**src/iorm_map.vh**
```
// Offsets, field positions, reset values and timing of the I/O page decode
// Assumes a five-bit register offset within the page
`ifndef IORM_MAP_VH
`define IORM_MAP_VH

// Register offsets
`define IORM_PORTA 5'h00
`define IORM_PORTB 5'h01
`define IORM_PORTC 5'h02
`define IORM_PORTD 5'h03
`define IORM_EXT_LO 5'h04
`define IORM_EXT_HI 5'h0f
`define IORM_FLAG_CLR 5'h10
`define IORM_FLAGS 5'h11
`define IORM_IRQ_EN 5'h12
`define IORM_UNUSED13 5'h13
`define IORM_MODE 5'h14
`define IORM_SER_CTL 5'h15
`define IORM_SER_STAT 5'h16
`define IORM_SER_DATA 5'h17
`define IORM_CNTA_LO_CLR 5'h18
`define IORM_CNTA_HI 5'h19
`define IORM_CNTA_LO_LOAD 5'h1a
`define IORM_UNUSED1B 5'h1b
`define IORM_CNTB_LO_CLR 5'h1c
`define IORM_CNTB_HI_COPY 5'h1d
`define IORM_CNTB_LO_LOAD 5'h1e
`define IORM_UNUSED1F 5'h1f

// Bus mode field in the mode control register, read as {bit7, bit6, bit5}
`define IORM_MODE_HI 7
`define IORM_MODE_LO 5
`define IORM_MODE_ABB 3'h5
`define IORM_MODE_MUX 3'h7
`define IORM_MODE_FULL 3'h3

// Field masks and fixed read values
`define IORM_STAT_WR_MASK 8'h30
`define IORM_READ_FF 8'hff
`define IORM_UNUSED_RD 8'h00
`define IORM_BYTE_ZERO 8'h00
`define IORM_BYTE_ONES 8'hff
`define IORM_WORD_ZERO 16'h0000
`define IORM_PC_IDLE 8'ha0

// External cycle strobe length in clock cycles
`define IORM_STRB_CYC 8
`define IORM_STRB_W 4

`endif
```
**src/iorm_ext_cycle.v**
```verilog
// External read and write cycle sequencer driving the port C and D bus lines
// Assumes the data input is already synchronised by the caller
`timescale 1ns/1ps
`include "iorm_map.vh"

module iorm_ext_cycle #(
   parameter STRB_CYC = `IORM_STRB_CYC
) (
   input wire clk_sys,
   input wire rst,
   input wire ce,
   input wire start,
   input wire wr,
   input wire [15:0] addr,
   input wire [7:0] wrData,
   input wire muxMode,
   input wire [7:0] pdIn,
   output reg [7:0] pcBus_q,
   output reg [7:0] pdOut_q,
   output reg [7:0] pdOeN_q,
   output reg done_q,
   output reg [7:0] rdData_q
);

   localparam S_IDLE = 4'b0001;
   localparam S_ADDR = 4'b0010;
   localparam S_STRB = 4'b0100;
   localparam S_HOLD = 4'b1000;
   localparam integer STRB_LAST_I = STRB_CYC - 1;
   localparam [`IORM_STRB_W-1:0] STRB_LAST = STRB_LAST_I[`IORM_STRB_W-1:0];
   localparam [`IORM_STRB_W-1:0] CNT_ONE = {{(`IORM_STRB_W-1){1'b0}}, 1'b1};

   reg [3:0] state_q;
   reg [`IORM_STRB_W-1:0] cnt_q;
   reg wr_q;
   reg [15:0] addr_q;
   reg [7:0] wd_q;

   // Port C word: A0-A3, A12, read/write, A13, memory select (low active)
   function [7:0] pcWord;
      input [15:0] a;
      input w;
      input selN;
      begin
         pcWord = {selN, a[13], ~w, a[12], a[3:0]};
      end
   endfunction

   always @(posedge clk_sys) begin
      if (rst) begin
         state_q <= S_IDLE;
         cnt_q <= {`IORM_STRB_W{1'b0}};
         wr_q <= 1'b0;
         addr_q <= `IORM_WORD_ZERO;
         wd_q <= `IORM_BYTE_ZERO;
         pcBus_q <= `IORM_PC_IDLE;
         pdOut_q <= `IORM_BYTE_ZERO;
         pdOeN_q <= `IORM_BYTE_ONES;
         done_q <= 1'b0;
         rdData_q <= `IORM_BYTE_ZERO;
      end else if (ce) begin
         done_q <= 1'b0;
         case (state_q)
            S_IDLE: begin
               if (start) begin
                  wr_q <= wr;
                  addr_q <= addr;
                  wd_q <= wrData;
                  pcBus_q <= pcWord(addr, wr, 1'b1);
                  // Multiplexed mode puts A4-A11 on port D first
                  pdOut_q <= muxMode ? addr[11:4] : `IORM_BYTE_ZERO;
                  pdOeN_q <= muxMode ? `IORM_BYTE_ZERO : `IORM_BYTE_ONES;
                  state_q <= S_ADDR;
               end
            end
            S_ADDR: begin
               pcBus_q <= pcWord(addr_q, wr_q, 1'b0);
               pdOut_q <= wd_q;
               pdOeN_q <= wr_q ? `IORM_BYTE_ZERO : `IORM_BYTE_ONES;
               cnt_q <= {`IORM_STRB_W{1'b0}};
               state_q <= S_STRB;
            end
            S_STRB: begin
               if (cnt_q == STRB_LAST) begin
                  rdData_q <= pdIn;
                  pcBus_q <= pcWord(addr_q, wr_q, 1'b1);
                  state_q <= S_HOLD;
               end else begin
                  cnt_q <= cnt_q + CNT_ONE;
               end
            end
            S_HOLD: begin
               pcBus_q <= `IORM_PC_IDLE;
               pdOeN_q <= `IORM_BYTE_ONES;
               done_q <= 1'b1;
               state_q <= S_IDLE;
            end
            default: begin
               state_q <= S_IDLE;
            end
         endcase
      end
   end

endmodule

```
**src/iorm_io_decode.v**
```verilog
// I/O page register decode, counter latches and port C/D bus mode mux
// Assumes a CPU-side request port on clk_sys and pins with pull-ups
`timescale 1ns/1ps
`include "iorm_map.vh"

// Notes on behaviour
// - Write 0x1A: upper latch A, load counter A, clear flag; 0x19 latch only
// - Write 0x1E: upper latch B, load counter B from latch, clear flag
// - Write 0x1D: upper latch B and copy latch B to latch C; 0x1C low
// - Per counter: low read that clears its flag, high read, low read
// - Offset 0x17 reads receive data and writes transmit data
// - Serial status fully readable; writes change only bits 4 and 5
// - Offset 0x10 reads all ones; written zeros clear flags 0 to 3
// - Offsets 0x04 to 0x0F run external read or write bus cycles in abbreviated and multiplexed modes
// - Port D carries data (abbreviated) or address then data (multiplexed)
// - Port C carries A0-A3, A12, read/write, A13, memory select in bus modes
// - Full address mode: port C pins 6, 7 give A13, A14; rest stay I/O
// - Mode bits 7..5 = 101 abbreviated, 111 multiplexed
module iorm_io_decode #(
   parameter STRB_CYC = `IORM_STRB_CYC
) (
   input wire clk_sys,
   input wire rst,
   input wire ce,
   input wire cpuReq,
   input wire cpuWr,
   input wire [15:0] cpuAddr,
   input wire [7:0] cpuWrData,
   output reg [7:0] cpuRdData_q,
   output reg cpuAck_q,
   output reg cpuBusy_q,
   input wire [3:0] edgeEvent,
   input wire cntEnA,
   input wire cntEnB,
   input wire [7:0] serRxData,
   input wire [7:0] serStatIn,
   input wire serRxIrq,
   input wire serTxIrq,
   output reg [7:0] serTxData_q,
   output reg serTxLoad_q,
   output reg [7:0] serCtl_q,
   output reg [7:0] irqEn_q,
   output reg [7:0] modeCtl_q,
   output reg [15:0] latchC_q,
   input wire [7:0] portaPinsIn,
   output reg [7:0] portaPinsOut_q,
   output reg [7:0] portaPinsOeN_q,
   input wire [7:0] portbPinsIn,
   output reg [7:0] portbPinsOut_q,
   output reg [7:0] portbPinsOeN_q,
   input wire [7:0] portcPinsIn,
   output reg [7:0] portcPinsOut_q,
   output reg [7:0] portcPinsOeN_q,
   input wire [7:0] portdPinsIn,
   output reg [7:0] portdPinsOut_q,
   output reg [7:0] portdPinsOeN_q
);

   reg [7:0] portA_q;
   reg [7:0] portB_q;
   reg [7:0] portC_q;
   reg [7:0] portD_q;
   reg [3:0] flagEdge_q;
   reg flagCntA_q;
   reg flagCntB_q;
   reg [1:0] stat45_q;
   reg [15:0] latchA_q;
   reg [15:0] cntA_q;
   reg [15:0] latchB_q;
   reg [15:0] cntB_q;
   reg [31:0] syncA_q;
   reg [31:0] syncB_q;
   reg [31:0] syncC_q;
   reg [31:0] pinIn_q;
   reg [7:0] rdMux;

   wire [4:0] off = cpuAddr[4:0];
   wire [2:0] busMode = modeCtl_q[`IORM_MODE_HI:`IORM_MODE_LO];
   wire modeAbb = (busMode == `IORM_MODE_ABB);
   wire modeMux = (busMode == `IORM_MODE_MUX);
   wire modeFull = (busMode == `IORM_MODE_FULL);
   wire busOn = modeAbb | modeMux;
   wire take = cpuReq & ~cpuBusy_q;
   wire takeWr = take & cpuWr;
   wire takeRd = take & ~cpuWr;
   wire extHit = isExt(off);
   wire extStart = take & extHit & busOn;
   wire [7:0] extPc;
   wire [7:0] extPdOut;
   wire [7:0] extPdOeN;
   wire extDone;
   wire [7:0] extRdData;
   wire [16:0] nxtA;
   wire [16:0] nxtB;
   wire clrA;
   wire clrB;
   wire [3:0] clrEdge;
   wire [31:0] syncEq;
   wire [7:0] flagsRd;
   wire [7:0] statRd;

   // Offsets that belong to the external bus
   function isExt;
      input [4:0] a;
      begin
         isExt = (a >= `IORM_EXT_LO) && (a <= `IORM_EXT_HI);
      end
   endfunction

   // Down count with reload from latch on underflow; top bit flags underflow
   function [16:0] cntNext;
      input [15:0] cnt;
      input [15:0] lat;
      input en;
      begin
         if (!en) begin
            cntNext = {1'b0, cnt};
         end else if (cnt == `IORM_WORD_ZERO) begin
            cntNext = {1'b1, lat};
         end else begin
            cntNext = {1'b0, cnt - 16'h0001};
         end
      end
   endfunction

   assign nxtA = cntNext(cntA_q, latchA_q, cntEnA);
   assign nxtB = cntNext(cntB_q, latchB_q, cntEnB);
   // Flag clears by load writes and by clearing reads
   assign clrA = (takeWr & (off == `IORM_CNTA_LO_LOAD))
      | (takeRd & (off == `IORM_CNTA_LO_CLR));
   assign clrB = (takeWr & (off == `IORM_CNTB_LO_LOAD))
      | (takeRd & (off == `IORM_CNTB_LO_CLR));
   assign clrEdge = (takeWr & (off == `IORM_FLAG_CLR)) ?
      ~cpuWrData[3:0] : 4'h0;
   assign flagsRd = {serTxIrq, serRxIrq, flagCntB_q, flagCntA_q, flagEdge_q};
   assign statRd = {serStatIn[7:6], stat45_q, serStatIn[3:0]};
   assign syncEq = ~(syncB_q ^ syncC_q);

   iorm_ext_cycle #(
      .STRB_CYC(STRB_CYC)
   ) u_ext (
      .clk_sys(clk_sys),
      .rst(rst),
      .ce(ce),
      .start(extStart),
      .wr(cpuWr),
      .addr(cpuAddr),
      .wrData(cpuWrData),
      .muxMode(modeMux),
      .pdIn(pinIn_q[31:24]),
      .pcBus_q(extPc),
      .pdOut_q(extPdOut),
      .pdOeN_q(extPdOeN),
      .done_q(extDone),
      .rdData_q(extRdData)
   );

   // Read data for internal locations
   always @* begin
      rdMux = `IORM_UNUSED_RD;
      case (off)
         `IORM_PORTA: rdMux = pinIn_q[7:0];
         `IORM_PORTB: rdMux = pinIn_q[15:8];
         `IORM_PORTC: rdMux = pinIn_q[23:16];
         `IORM_PORTD: rdMux = pinIn_q[31:24];
         `IORM_FLAG_CLR: rdMux = `IORM_READ_FF;
         `IORM_FLAGS: rdMux = flagsRd;
         `IORM_IRQ_EN: rdMux = irqEn_q;
         `IORM_MODE: rdMux = modeCtl_q;
         `IORM_SER_CTL: rdMux = serCtl_q;
         `IORM_SER_STAT: rdMux = statRd;
         `IORM_SER_DATA: rdMux = serRxData;
         `IORM_CNTA_LO_CLR: rdMux = cntA_q[7:0];
         `IORM_CNTA_HI: rdMux = cntA_q[15:8];
         `IORM_CNTA_LO_LOAD: rdMux = cntA_q[7:0];
         `IORM_CNTB_LO_CLR: rdMux = cntB_q[7:0];
         `IORM_CNTB_HI_COPY: rdMux = cntB_q[15:8];
         `IORM_CNTB_LO_LOAD: rdMux = cntB_q[7:0];
         default: rdMux = `IORM_UNUSED_RD;
      endcase
   end

   // Pin input synchroniser; a change counts once stages two and three agree
   always @(posedge clk_sys) begin
      if (rst) begin
         syncA_q <= 32'h00000000;
         syncB_q <= 32'h00000000;
         syncC_q <= 32'h00000000;
         pinIn_q <= 32'h00000000;
      end else if (ce) begin
         syncA_q <= {portdPinsIn, portcPinsIn, portbPinsIn, portaPinsIn};
         syncB_q <= syncA_q;
         syncC_q <= syncB_q;
         pinIn_q <= (syncB_q & syncEq) | (pinIn_q & ~syncEq);
      end
   end

   // Register file, counters and request handling
   always @(posedge clk_sys) begin
      if (rst) begin
         portA_q <= `IORM_BYTE_ONES;
         portB_q <= `IORM_BYTE_ONES;
         portC_q <= `IORM_BYTE_ONES;
         portD_q <= `IORM_BYTE_ONES;
         flagEdge_q <= 4'h0;
         flagCntA_q <= 1'b0;
         flagCntB_q <= 1'b0;
         stat45_q <= 2'b00;
         latchA_q <= `IORM_WORD_ZERO;
         cntA_q <= `IORM_WORD_ZERO;
         latchB_q <= `IORM_WORD_ZERO;
         cntB_q <= `IORM_WORD_ZERO;
         latchC_q <= `IORM_WORD_ZERO;
         serTxData_q <= `IORM_BYTE_ZERO;
         serTxLoad_q <= 1'b0;
         serCtl_q <= `IORM_BYTE_ZERO;
         irqEn_q <= `IORM_BYTE_ZERO;
         modeCtl_q <= `IORM_BYTE_ZERO;
         cpuRdData_q <= `IORM_BYTE_ZERO;
         cpuAck_q <= 1'b0;
         cpuBusy_q <= 1'b0;
      end else if (ce) begin
         cpuAck_q <= 1'b0;
         serTxLoad_q <= 1'b0;
         cntA_q <= nxtA[15:0];
         cntB_q <= nxtB[15:0];
         // Set wins over a clear in the same cycle
         flagEdge_q <= edgeEvent | (flagEdge_q & ~clrEdge);
         flagCntA_q <= nxtA[16] | (flagCntA_q & ~clrA);
         flagCntB_q <= nxtB[16] | (flagCntB_q & ~clrB);
         if (extDone) begin
            cpuRdData_q <= extRdData;
            cpuAck_q <= 1'b1;
            cpuBusy_q <= 1'b0;
         end
         if (extStart) begin
            cpuBusy_q <= 1'b1;
         end else if (take) begin
            cpuAck_q <= 1'b1;
            cpuRdData_q <= cpuWr ? `IORM_BYTE_ZERO : rdMux;
            if (extHit) begin
               cpuRdData_q <= `IORM_UNUSED_RD;
            end
         end
         if (takeWr & ~extHit) begin
            case (off)
               `IORM_PORTA: portA_q <= cpuWrData;
               `IORM_PORTB: portB_q <= cpuWrData;
               `IORM_PORTC: portC_q <= cpuWrData;
               `IORM_PORTD: portD_q <= cpuWrData;
               `IORM_IRQ_EN: irqEn_q <= cpuWrData;
               `IORM_MODE: modeCtl_q <= cpuWrData;
               `IORM_SER_CTL: serCtl_q <= cpuWrData;
               `IORM_SER_STAT: begin
                  stat45_q <= cpuWrData[5:4];
               end
               `IORM_SER_DATA: begin
                  serTxData_q <= cpuWrData;
                  serTxLoad_q <= 1'b1;
               end
               `IORM_CNTA_LO_CLR: latchA_q[7:0] <= cpuWrData;
               `IORM_CNTA_HI: latchA_q[15:8] <= cpuWrData;
               `IORM_CNTA_LO_LOAD: begin
                  latchA_q[15:8] <= cpuWrData;
                  cntA_q <= {cpuWrData, latchA_q[7:0]};
               end
               `IORM_CNTB_LO_CLR: latchB_q[7:0] <= cpuWrData;
               `IORM_CNTB_HI_COPY: begin
                  latchB_q[15:8] <= cpuWrData;
                  latchC_q <= {cpuWrData, latchB_q[7:0]};
               end
               `IORM_CNTB_LO_LOAD: begin
                  latchB_q[15:8] <= cpuWrData;
                  cntB_q <= {cpuWrData, latchB_q[7:0]};
               end
               default: begin
                  latchC_q <= latchC_q;
               end
            endcase
         end
      end
   end

   // Pin drive; I/O bits drive low and release high onto the pull-up
   always @(posedge clk_sys) begin
      if (rst) begin
         portaPinsOut_q <= `IORM_BYTE_ONES;
         portaPinsOeN_q <= `IORM_BYTE_ONES;
         portbPinsOut_q <= `IORM_BYTE_ONES;
         portbPinsOeN_q <= `IORM_BYTE_ONES;
         portcPinsOut_q <= `IORM_BYTE_ONES;
         portcPinsOeN_q <= `IORM_BYTE_ONES;
         portdPinsOut_q <= `IORM_BYTE_ONES;
         portdPinsOeN_q <= `IORM_BYTE_ONES;
      end else if (ce) begin
         portaPinsOut_q <= portA_q;
         portaPinsOeN_q <= portA_q;
         portbPinsOut_q <= portB_q;
         portbPinsOeN_q <= portB_q;
         if (busOn) begin
            portcPinsOut_q <= extPc;
            portcPinsOeN_q <= `IORM_BYTE_ZERO;
            portdPinsOut_q <= extPdOut;
            portdPinsOeN_q <= extPdOeN;
         end else if (modeFull) begin
            portcPinsOut_q <= {cpuAddr[14], cpuAddr[13], portC_q[5:0]};
            portcPinsOeN_q <= {2'b00, portC_q[5:0]};
            portdPinsOut_q <= portD_q;
            portdPinsOeN_q <= portD_q;
         end else begin
            portcPinsOut_q <= portC_q;
            portcPinsOeN_q <= portC_q;
            portdPinsOut_q <= portD_q;
            portdPinsOeN_q <= portD_q;
         end
      end
   end

endmodule

```
**config.mk**
```make
export PLATFORM = sky130hd
export DESIGN_NAME = iorm_io_decode
export DESIGN_NICKNAME = d
export VERILOG_FILES = /design/src/iorm_ext_cycle.v /design/src/iorm_io_decode.v
export VERILOG_INCLUDE_DIRS = /design/src
export SDC_FILE = /design/constraint.sdc
export NUM_CORES = 1
export LEC_CHECK = 0
export BUFFER_PORTS_ARGS = -buffer_cell sky130_fd_sc_hd__buf_2
export CORE_MARGIN = 5
export CORE_UTILIZATION = 55
export DETAILED_ROUTE_END_ITERATION = 10
export GPL_TIMING_DRIVEN = 0
export PLACE_DENSITY_LB_ADDON = 0.25
export SYNTH_ARGS = -nofsm -noshare
export SYNTH_HDL_FRONTEND = slang
export SYNTH_SLANG_ARGS = --single-unit
```
**constraint.sdc**
```tcl
create_clock -name clk_sys -period 2.5 [get_ports clk_sys]
set_input_delay 0.375 -clock clk_sys [delete_from_list [all_inputs] [get_ports clk_sys]]
set_output_delay 0.375 -clock clk_sys [all_outputs]
set_load 0.005 [all_outputs]
```
==> flow_metrics.env, run 1 <==
export IMPL_status="finished with violations"
export IMPL_failed_checks="negative setup slack"
export IMPL_power_frac_seq_pct=42.6
export IMPL_met2_usage_pct=55.3
export IMPL_p_comb_share_pct=17.5
export IMPL_synthDistinctLibCells=91
export IMPL_max_cap_violations=0
export IMPL_overflow=0
export IMPL_cts_tree="done"
export IMPL_slowest_stage="clkbuf_1"
export IMPL_wire_per_inst_um=24.6
export IMPL_rsz0062_at_grt="true"
export IMPL_yosysMostFrequentCell="dfxtp_1"
export IMPL_place_area_um2=18800
export IMPL_cts_max_path_buffers=3
export IMPL_final_cell_area_um2=20400
export IMPL_fmax_mhz=395
export IMPL_worstMarginPinSlew_ns=1.30
export IMPL_grt_use_met3_pct=8.12
export IMPL_p_int_mw=11.1
export IMPL_io_pins=208
export IMPL_drc=0
export IMPL_synthTopCellsByCount="dfxtp_1, nand2_1, mux2i_1"
export IMPL_p_leak_nw=8.59
export IMPL_timing_final_crit_share_pct=101
export IMPL_num_nets_final=2358
export IMPL_irDropWorstVdd_v=0.000515
export IMPL_grt_use_total_pct=36.0
export IMPL_numPortBuffers=196
export IMPL_path_cells="buf_2 > clkbuf_1 > clkbuf_1 > clkbuf_1 > nor2_1"
export IMPL_syn_nets=2114
export IMPL_avgViaCountPerCell=6.35
export IMPL_synth_cells=2024
export IMPL_finalHoldViolations=0
export IMPL_grt_pass1_vias=16300
export IMPL_cp_start_kind="input port"
export IMPL_yosysSeqAreaShare_pct=44.7
export IMPL_synth_area_leader_cell="dfxtp_1"
export IMPL_reg2reg_from="cntA_q[1]"
export IMPL_min_path_type="input port to flop"
export IMPL_synth_area_leaders="dfxtp_1, mux2i_1, nand2_1"
export IMPL_switching_power_mw=4.54
export IMPL_rows=65
export IMPL_hpwl_um=48400
export IMPL_seq_area_um2=7770
export IMPL_critPathMaxStageDelay_ns=0.96
export IMPL_drt_iter0_drc=1842
export IMPL_min_from="portbPinsIn[2]"
export IMPL_vias=17200
export IMPL_grt_util_met1_pct=47.7
export IMPL_syn_area_per_cell_um2=8.58
export IMPL_cp_required_ns=2.87
export IMPL_synth_seq_cells=388
export IMPL_crit_path_end_kind="flop"
export IMPL_layout_area_overhead_vs_synth_pct=17.7
export IMPL_final_setup_tns_ns=-0.199
export IMPL_worstPathMaxFanout=10
export IMPL_clock_latency_ns=0.54
export IMPL_synthArstFlopShare_pct=0
export IMPL_synth_edf_count=0
export IMPL_crit_top_cell="clkbuf_1"
export IMPL_netlist_area_um2=17400
export IMPL_finalWirelength_um=66400
export IMPL_antenna_found_initial=1
export IMPL_place_gp_congestion=1.06
export IMPL_grt_pass1_wl_um=99100
export IMPL_p_per_area_nw_per_um2=764
export IMPL_clk_pin_slew_ns=0.06
export IMPL_die_area_um2=35200
export IMPL_clock_sinks=388
export IMPL_firstDrtPassIters=7
export IMPL_cts_buffers=40
export IMPL_synth_top_cell_area_share_pct=44.7
export IMPL_setup_viol=10
export IMPL_switching_share_pct=29.1
export IMPL_core_area_um2=31400
export IMPL_multi_input_area_um2=8870
export IMPL_cts_root_buf="clkbuf_16"
export IMPL_slew_headroom_pct=13.2
export IMPL_path_buf_inv=4
export IMPL_fin_ws_ns=-0.0340
export IMPL_cp_startpoint="rst"
export IMPL_fillers=2726
export IMPL_cts_htree_levels=2
export IMPL_clkPwrFrac_pct=40.0
export IMPL_ant_nets=0
export IMPL_floorplan_initialDensity_pct=55.3
export IMPL_period_needed_ns=2.53
export IMPL_finalPower_mw=15.6
export IMPL_maxSlewViolCount=0
export IMPL_drive_gt1_share_pct=16.5
export IMPL_timing_hold_ws_ns=0.0740
export IMPL_die_x_um=188
export IMPL_die_h_um=188
export IMPL_ys_warn_count=0
export IMPL_path_delay_family="buffers and inverters"
export IMPL_top_usage_layer="met2"
export IMPL_cp_arrival_ns=2.91
export IMPL_critPathKind="input port to flop"
export IMPL_synthFlopType="dfxtp_1"
export IMPL_grt_max_degree=15
export IMPL_skew_ns=0.0207
-- registers in the layout (all words and copies together) (netlist names), 16 cells and up, named ones only --
register  flops
syncC_q      32
latchB_q     16
latchA_q     16
syncB_q      32
syncA_q      32
cntB_q       16
cntA_q       16
latchC_q     16
-- tightest hold or removal path, cell delays in order --
cell and delay (ns):
buf_2 0.08, mux2i_1 0.05, nor2_1 0.07
-- power by group through the flow --
| stage | clock network, mW | logic (mW) | registers [mW] |
|---|---|---|---|
| floorplan | 0 | 1.75 | 6.65 |
| global placement | 0 | 2.46 | 6.75 |
| detailed placement | 0 | 2.48 | 6.76 |
| CTS | 6.24 | 2.61 | 6.63 |
| global route | 6.52 | 2.90 | 6.66 |
| finish | 6.24 | 2.73 | 6.64 |
-- layer usage --
metal  share of wire [%]  up-vias
li1                    -     7699
met1                  41     8169
met2                  43     1047
met3                  10      239
met4                 6.0        0
met5                   0        -
-- per-stage QoR --
step / setup WS (ns) / std cells / util (%)
3_3_place_gp: -1.29 / 2622 / 60.0
6_report: -0.0340 / 2703 / 65.1
4_1_cts: 0.0194 / 2700 / 64.7
2_1_floorplan: 0.204 / 2024 / -
3_5_place_dp: -1.12 / 2622 / 60.0
5_1_grt: -0.0324 / 2702 / 65.1
-- cells by family (layout without fill, tap and decap cells) --
| group | Yosys count | count (layout) | synth area share [%] |
|---|---|---|---|
| simple gates | 758 | 758 | 20.5 |
| compound gates | 453 | 453 | 16.7 |
| flops | 388 | 388 | 44.7 |
| mux | 212 | 212 | 12.4 |
| buf+inv | 202 | 477 | 4.96 |
| xor+xnor | 6 | 6 | 0.303 |
| fa+ha+maj | 5 | 5 | 0.360 |
| other cells | 0 | 2 | 0 |
-- placed cells by master, fill, tap and decap left out, types with 24 or more instances in the layout --
| cell type | instances |
|---|---|
| inv_1 | 25 |
| nand3_1 | 91 |
| o21ai_0 | 127 |
| buf_2 | 214 |
| nor2_1 | 198 |
| nand2_1 | 292 |
| mux2i_1 | 205 |
| a21oi_1 | 123 |
| clkbuf_16 | 41 |
| clkbuf_1 | 119 |
| dfxtp_1 | 386 |
| a21o_1 | 34 |
| buf_4 | 24 |
-- worst paths after layout --
path	endpoint	slack, ns	cells after the start
worst max-delay path	irqEn_q[6]	-0.03	5
worst min-delay path	syncA_q[10]	0.07	3
worst max register to register	cntA_q[7]	0.12	7
worst min register to register	latchC_q[10]	0.45	2
-- repair_timing --
action,4_1_cts,5_1_grt
gates resized for setup,26,37
hold buffers,0,0
pin swaps,1,2
gates cloned,0,0
buffers inserted,5,2
endpoints found under the setup margin,256,129
hold endpoints to repair,0,0
-- cell type report --
type / instances / share of cell area, %
buffer: 176 / 3.88
clock inverter: 21 / 1.21
timing repair buffer: 203 / 5.06
inverter: 25 / 0.459
sequential: 388 / 38.0
antenna: 2 / 0.0245
tap: 402 / 2.46
clock buffer: 52 / 5.47
multi-input combinational: 1434 / 43.4
Note: power is estimated with default switching activity, not from simulation.
==> run 2: changes to the inputs <==
--- a/config.mk
+++ b/config.mk
@@ -14,4 +14,5 @@
 export PLACE_DENSITY_LB_ADDON = 0.25
 export SYNTH_ARGS = -nofsm -noshare
 export SYNTH_HDL_FRONTEND = slang
+export SYNTH_HIERARCHICAL = 1
 export SYNTH_SLANG_ARGS = --single-unit
==> flow_metrics.env, run 2 <==
export IMPL_critPathKind="input port to flop"
export IMPL_grt_pass1_wl_um=99400
export IMPL_timing_hold_ws_ns=0.0635
export IMPL_cts_buffers=40
export IMPL_worstPathMaxFanout=10
export IMPL_failed_checks="negative setup slack"
export IMPL_floorplan_initialDensity_pct=55.3
export IMPL_clock_sinks=388
export IMPL_finalPower_mw=15.1
export IMPL_grt_pass1_vias=16300
export IMPL_period_needed_ns=2.52
export IMPL_maxSlewViolCount=0
export IMPL_fin_ws_ns=-0.0242
export IMPL_clkPwrFrac_pct=38.7
export IMPL_ys_warn_count=6
export IMPL_cts_htree_levels=2
export IMPL_firstDrtPassIters=6
export IMPL_max_cap_violations=0
export IMPL_antenna_found_initial=1
export IMPL_die_h_um=190
export IMPL_cts_tree="done"
export IMPL_cts_root_buf="clkbuf_16"
export IMPL_irDropWorstVdd_v=0.000638
export IMPL_grt_use_total_pct=35.5
export IMPL_utilization_pct=64.3
export IMPL_synthArstFlopShare_pct=0
export IMPL_die_x_um=190
export IMPL_overflow=0
export IMPL_switching_power_mw=4.44
export IMPL_cp_arrival_ns=2.99
export IMPL_synth_area_leaders="dfxtp_1, mux2i_1, nand2_1"
export IMPL_drt_iter0_drc=2021
export IMPL_p_comb_share_pct=17.8
export IMPL_cts_hold_buf=0
export IMPL_finalHoldViolations=0
export IMPL_skew_ns=0.0165
export IMPL_place_gp_congestion=1.02
export IMPL_switching_share_pct=29.4
export IMPL_avgViaCountPerCell=6.24
export IMPL_cts_max_path_buffers=3
export IMPL_clock_latency_ns=0.55
export IMPL_synth_area_leader_cell="dfxtp_1"
export IMPL_layout_area_overhead_vs_synth_pct=16.3
export IMPL_core_area_um2=32300
export IMPL_final_setup_tns_ns=-0.0242
export IMPL_layoutNonFillerInstCount=2776
export IMPL_synth_edf_count=0
export IMPL_timing_final_crit_share_pct=101
export IMPL_grt_max_degree=14
export IMPL_clk_pin_slew_ns=0.06
export IMPL_p_leak_nw=8.63
export IMPL_vias=17300
export IMPL_cp_start_kind="input port"
export IMPL_yosysSeqAreaShare_pct=43.5
export IMPL_synthFlopType="dfxtp_1"
export IMPL_syn_nets=2148
export IMPL_synth_seq_cells=388
export IMPL_final_common_cell="dfxtp_1"
export IMPL_yosysMostFrequentCell="dfxtp_1"
export IMPL_setup_viol=1
export IMPL_drive_gt1_share_pct=17.4
export IMPL_cp_required_ns=2.97
export IMPL_crit_path_end_kind="flop"
export IMPL_synthTopCellsByCount="dfxtp_1, nand2_1, nor2_1"
export IMPL_layout_common_cells="dfxtp_1, nand2_1, buf_2"
export IMPL_finalWirelength_um=67100
export IMPL_hpwl_um=49000
export IMPL_synth_top_cell_area_share_pct=43.5
export IMPL_status="finished with violations"
export IMPL_dp_cells=2703
export IMPL_fmax_mhz=396
export IMPL_numPortBuffers=203
export IMPL_num_nets_final=2396
export IMPL_worstMarginPinSlew_ns=1.13
export IMPL_rows=66
export IMPL_min_path_type="input port to flop"
export IMPL_slew_headroom_pct=24.9
export IMPL_syn_area_per_cell_um2=8.67
export IMPL_die_area_um2=36200
export IMPL_wire_per_inst_um=24.2
export IMPL_reg_top3="syncA_q x32, syncB_q x32, syncC_q x32"
export IMPL_p_int_mw=10.7
export IMPL_drc=0
export IMPL_io_pins=208
export IMPL_netlist_area_um2=17900
export IMPL_synthDistinctLibCells=107
export IMPL_power_frac_seq_pct=43.5
export IMPL_synth_cells=2058
export IMPL_p_per_area_nw_per_um2=728
export IMPL_rsz0062_at_grt="false"
export IMPL_ant_nets=0
[run 2: power by group through the flow]
stage | Clock (mW) | Combinational [mW] | Sequential (mW)
final | 5.85 | 2.69 | 6.57
after global routing | 6.16 | 2.85 | 6.58
after CTS | 5.86 | 2.61 | 6.56
after detailed placement | 0 | 2.59 | 6.69
after global placement | 0 | 2.58 | 6.69
after floorplan | 0 | 1.82 | 6.62
[run 2: metal layers]
layer  up-vias  track usage [%]  wire length [µm]
li1       7818                -                 -
met1      8342             49.1             27200
met2       983             55.3             29500
met3       181             5.78              7050
met4         2             15.4              3310
met5         -                0                11
[run 2: logic make-up (layout without fill, tap and decap cells)]
kind of cell	Yosys count	after routing	share of synthesized area, %
flops	388	388	43.5
compound gates	461	461	16.9
other cells	0	1	0
simple gates	786	786	21.3
buf+inv	205	480	5.73
fa+ha+maj	5	5	0.350
xor+xnor	6	6	0.294
mux	207	207	12.0
[run 2: final timing paths]
path,start,endpoint,slack (ns),cells past startpoint
hold / removal,portdPinsIn[6],syncA_q[30],0.06,3
setup reg to reg,cntA_q[1],cntA_q[7],0.11,8
setup / recovery,ce,flagCntA_q,-0.02,6
hold reg to reg,latchC_q[8],latchC_q[8],0.45,2
[run 2: worst max-delay path: stages]
cell and delay, ns:
buf_2 0.11, clkbuf_2 0.36, clkbuf_1 0.85, clkbuf_1 0.74, nand3_1 0.32, a21oi_1 0.22
[run 2: what timing repair did]
| action | 4_1_cts | 5_1_grt |
|---|---|---|
| resized for setup | 10 | 11 |
| pin swaps | 1 | 2 |
| setup buffers | 1 | 2 |
| endpoints found under the setup margin | 80 | 37 |
[run 2: stage by stage]
stage | setup WS (ns) | instance area, µm²
finish | -0.0242 | 20800
global route | 0.000232 | 20800
CTS | 0.00582 | 20700
detailed placement | -1.43 | 19400
global placement | -1.32 | 19400
floorplan | 0.0612 | 17900
[run 2: final cells by class]
class                           instances  area, µm²
Clock inverter                          8        101
Multi-Input combinational cell       1465       9090
Fill cell                            2743      11500
Antenna cell                            1       2.50
Buffer                                187        968
Sequential cell                       388       7770
Timing Repair Buffer                  206       1050
Clock buffer                           61       1160
Tap cell                              442        553
Inverter                               18       67.6
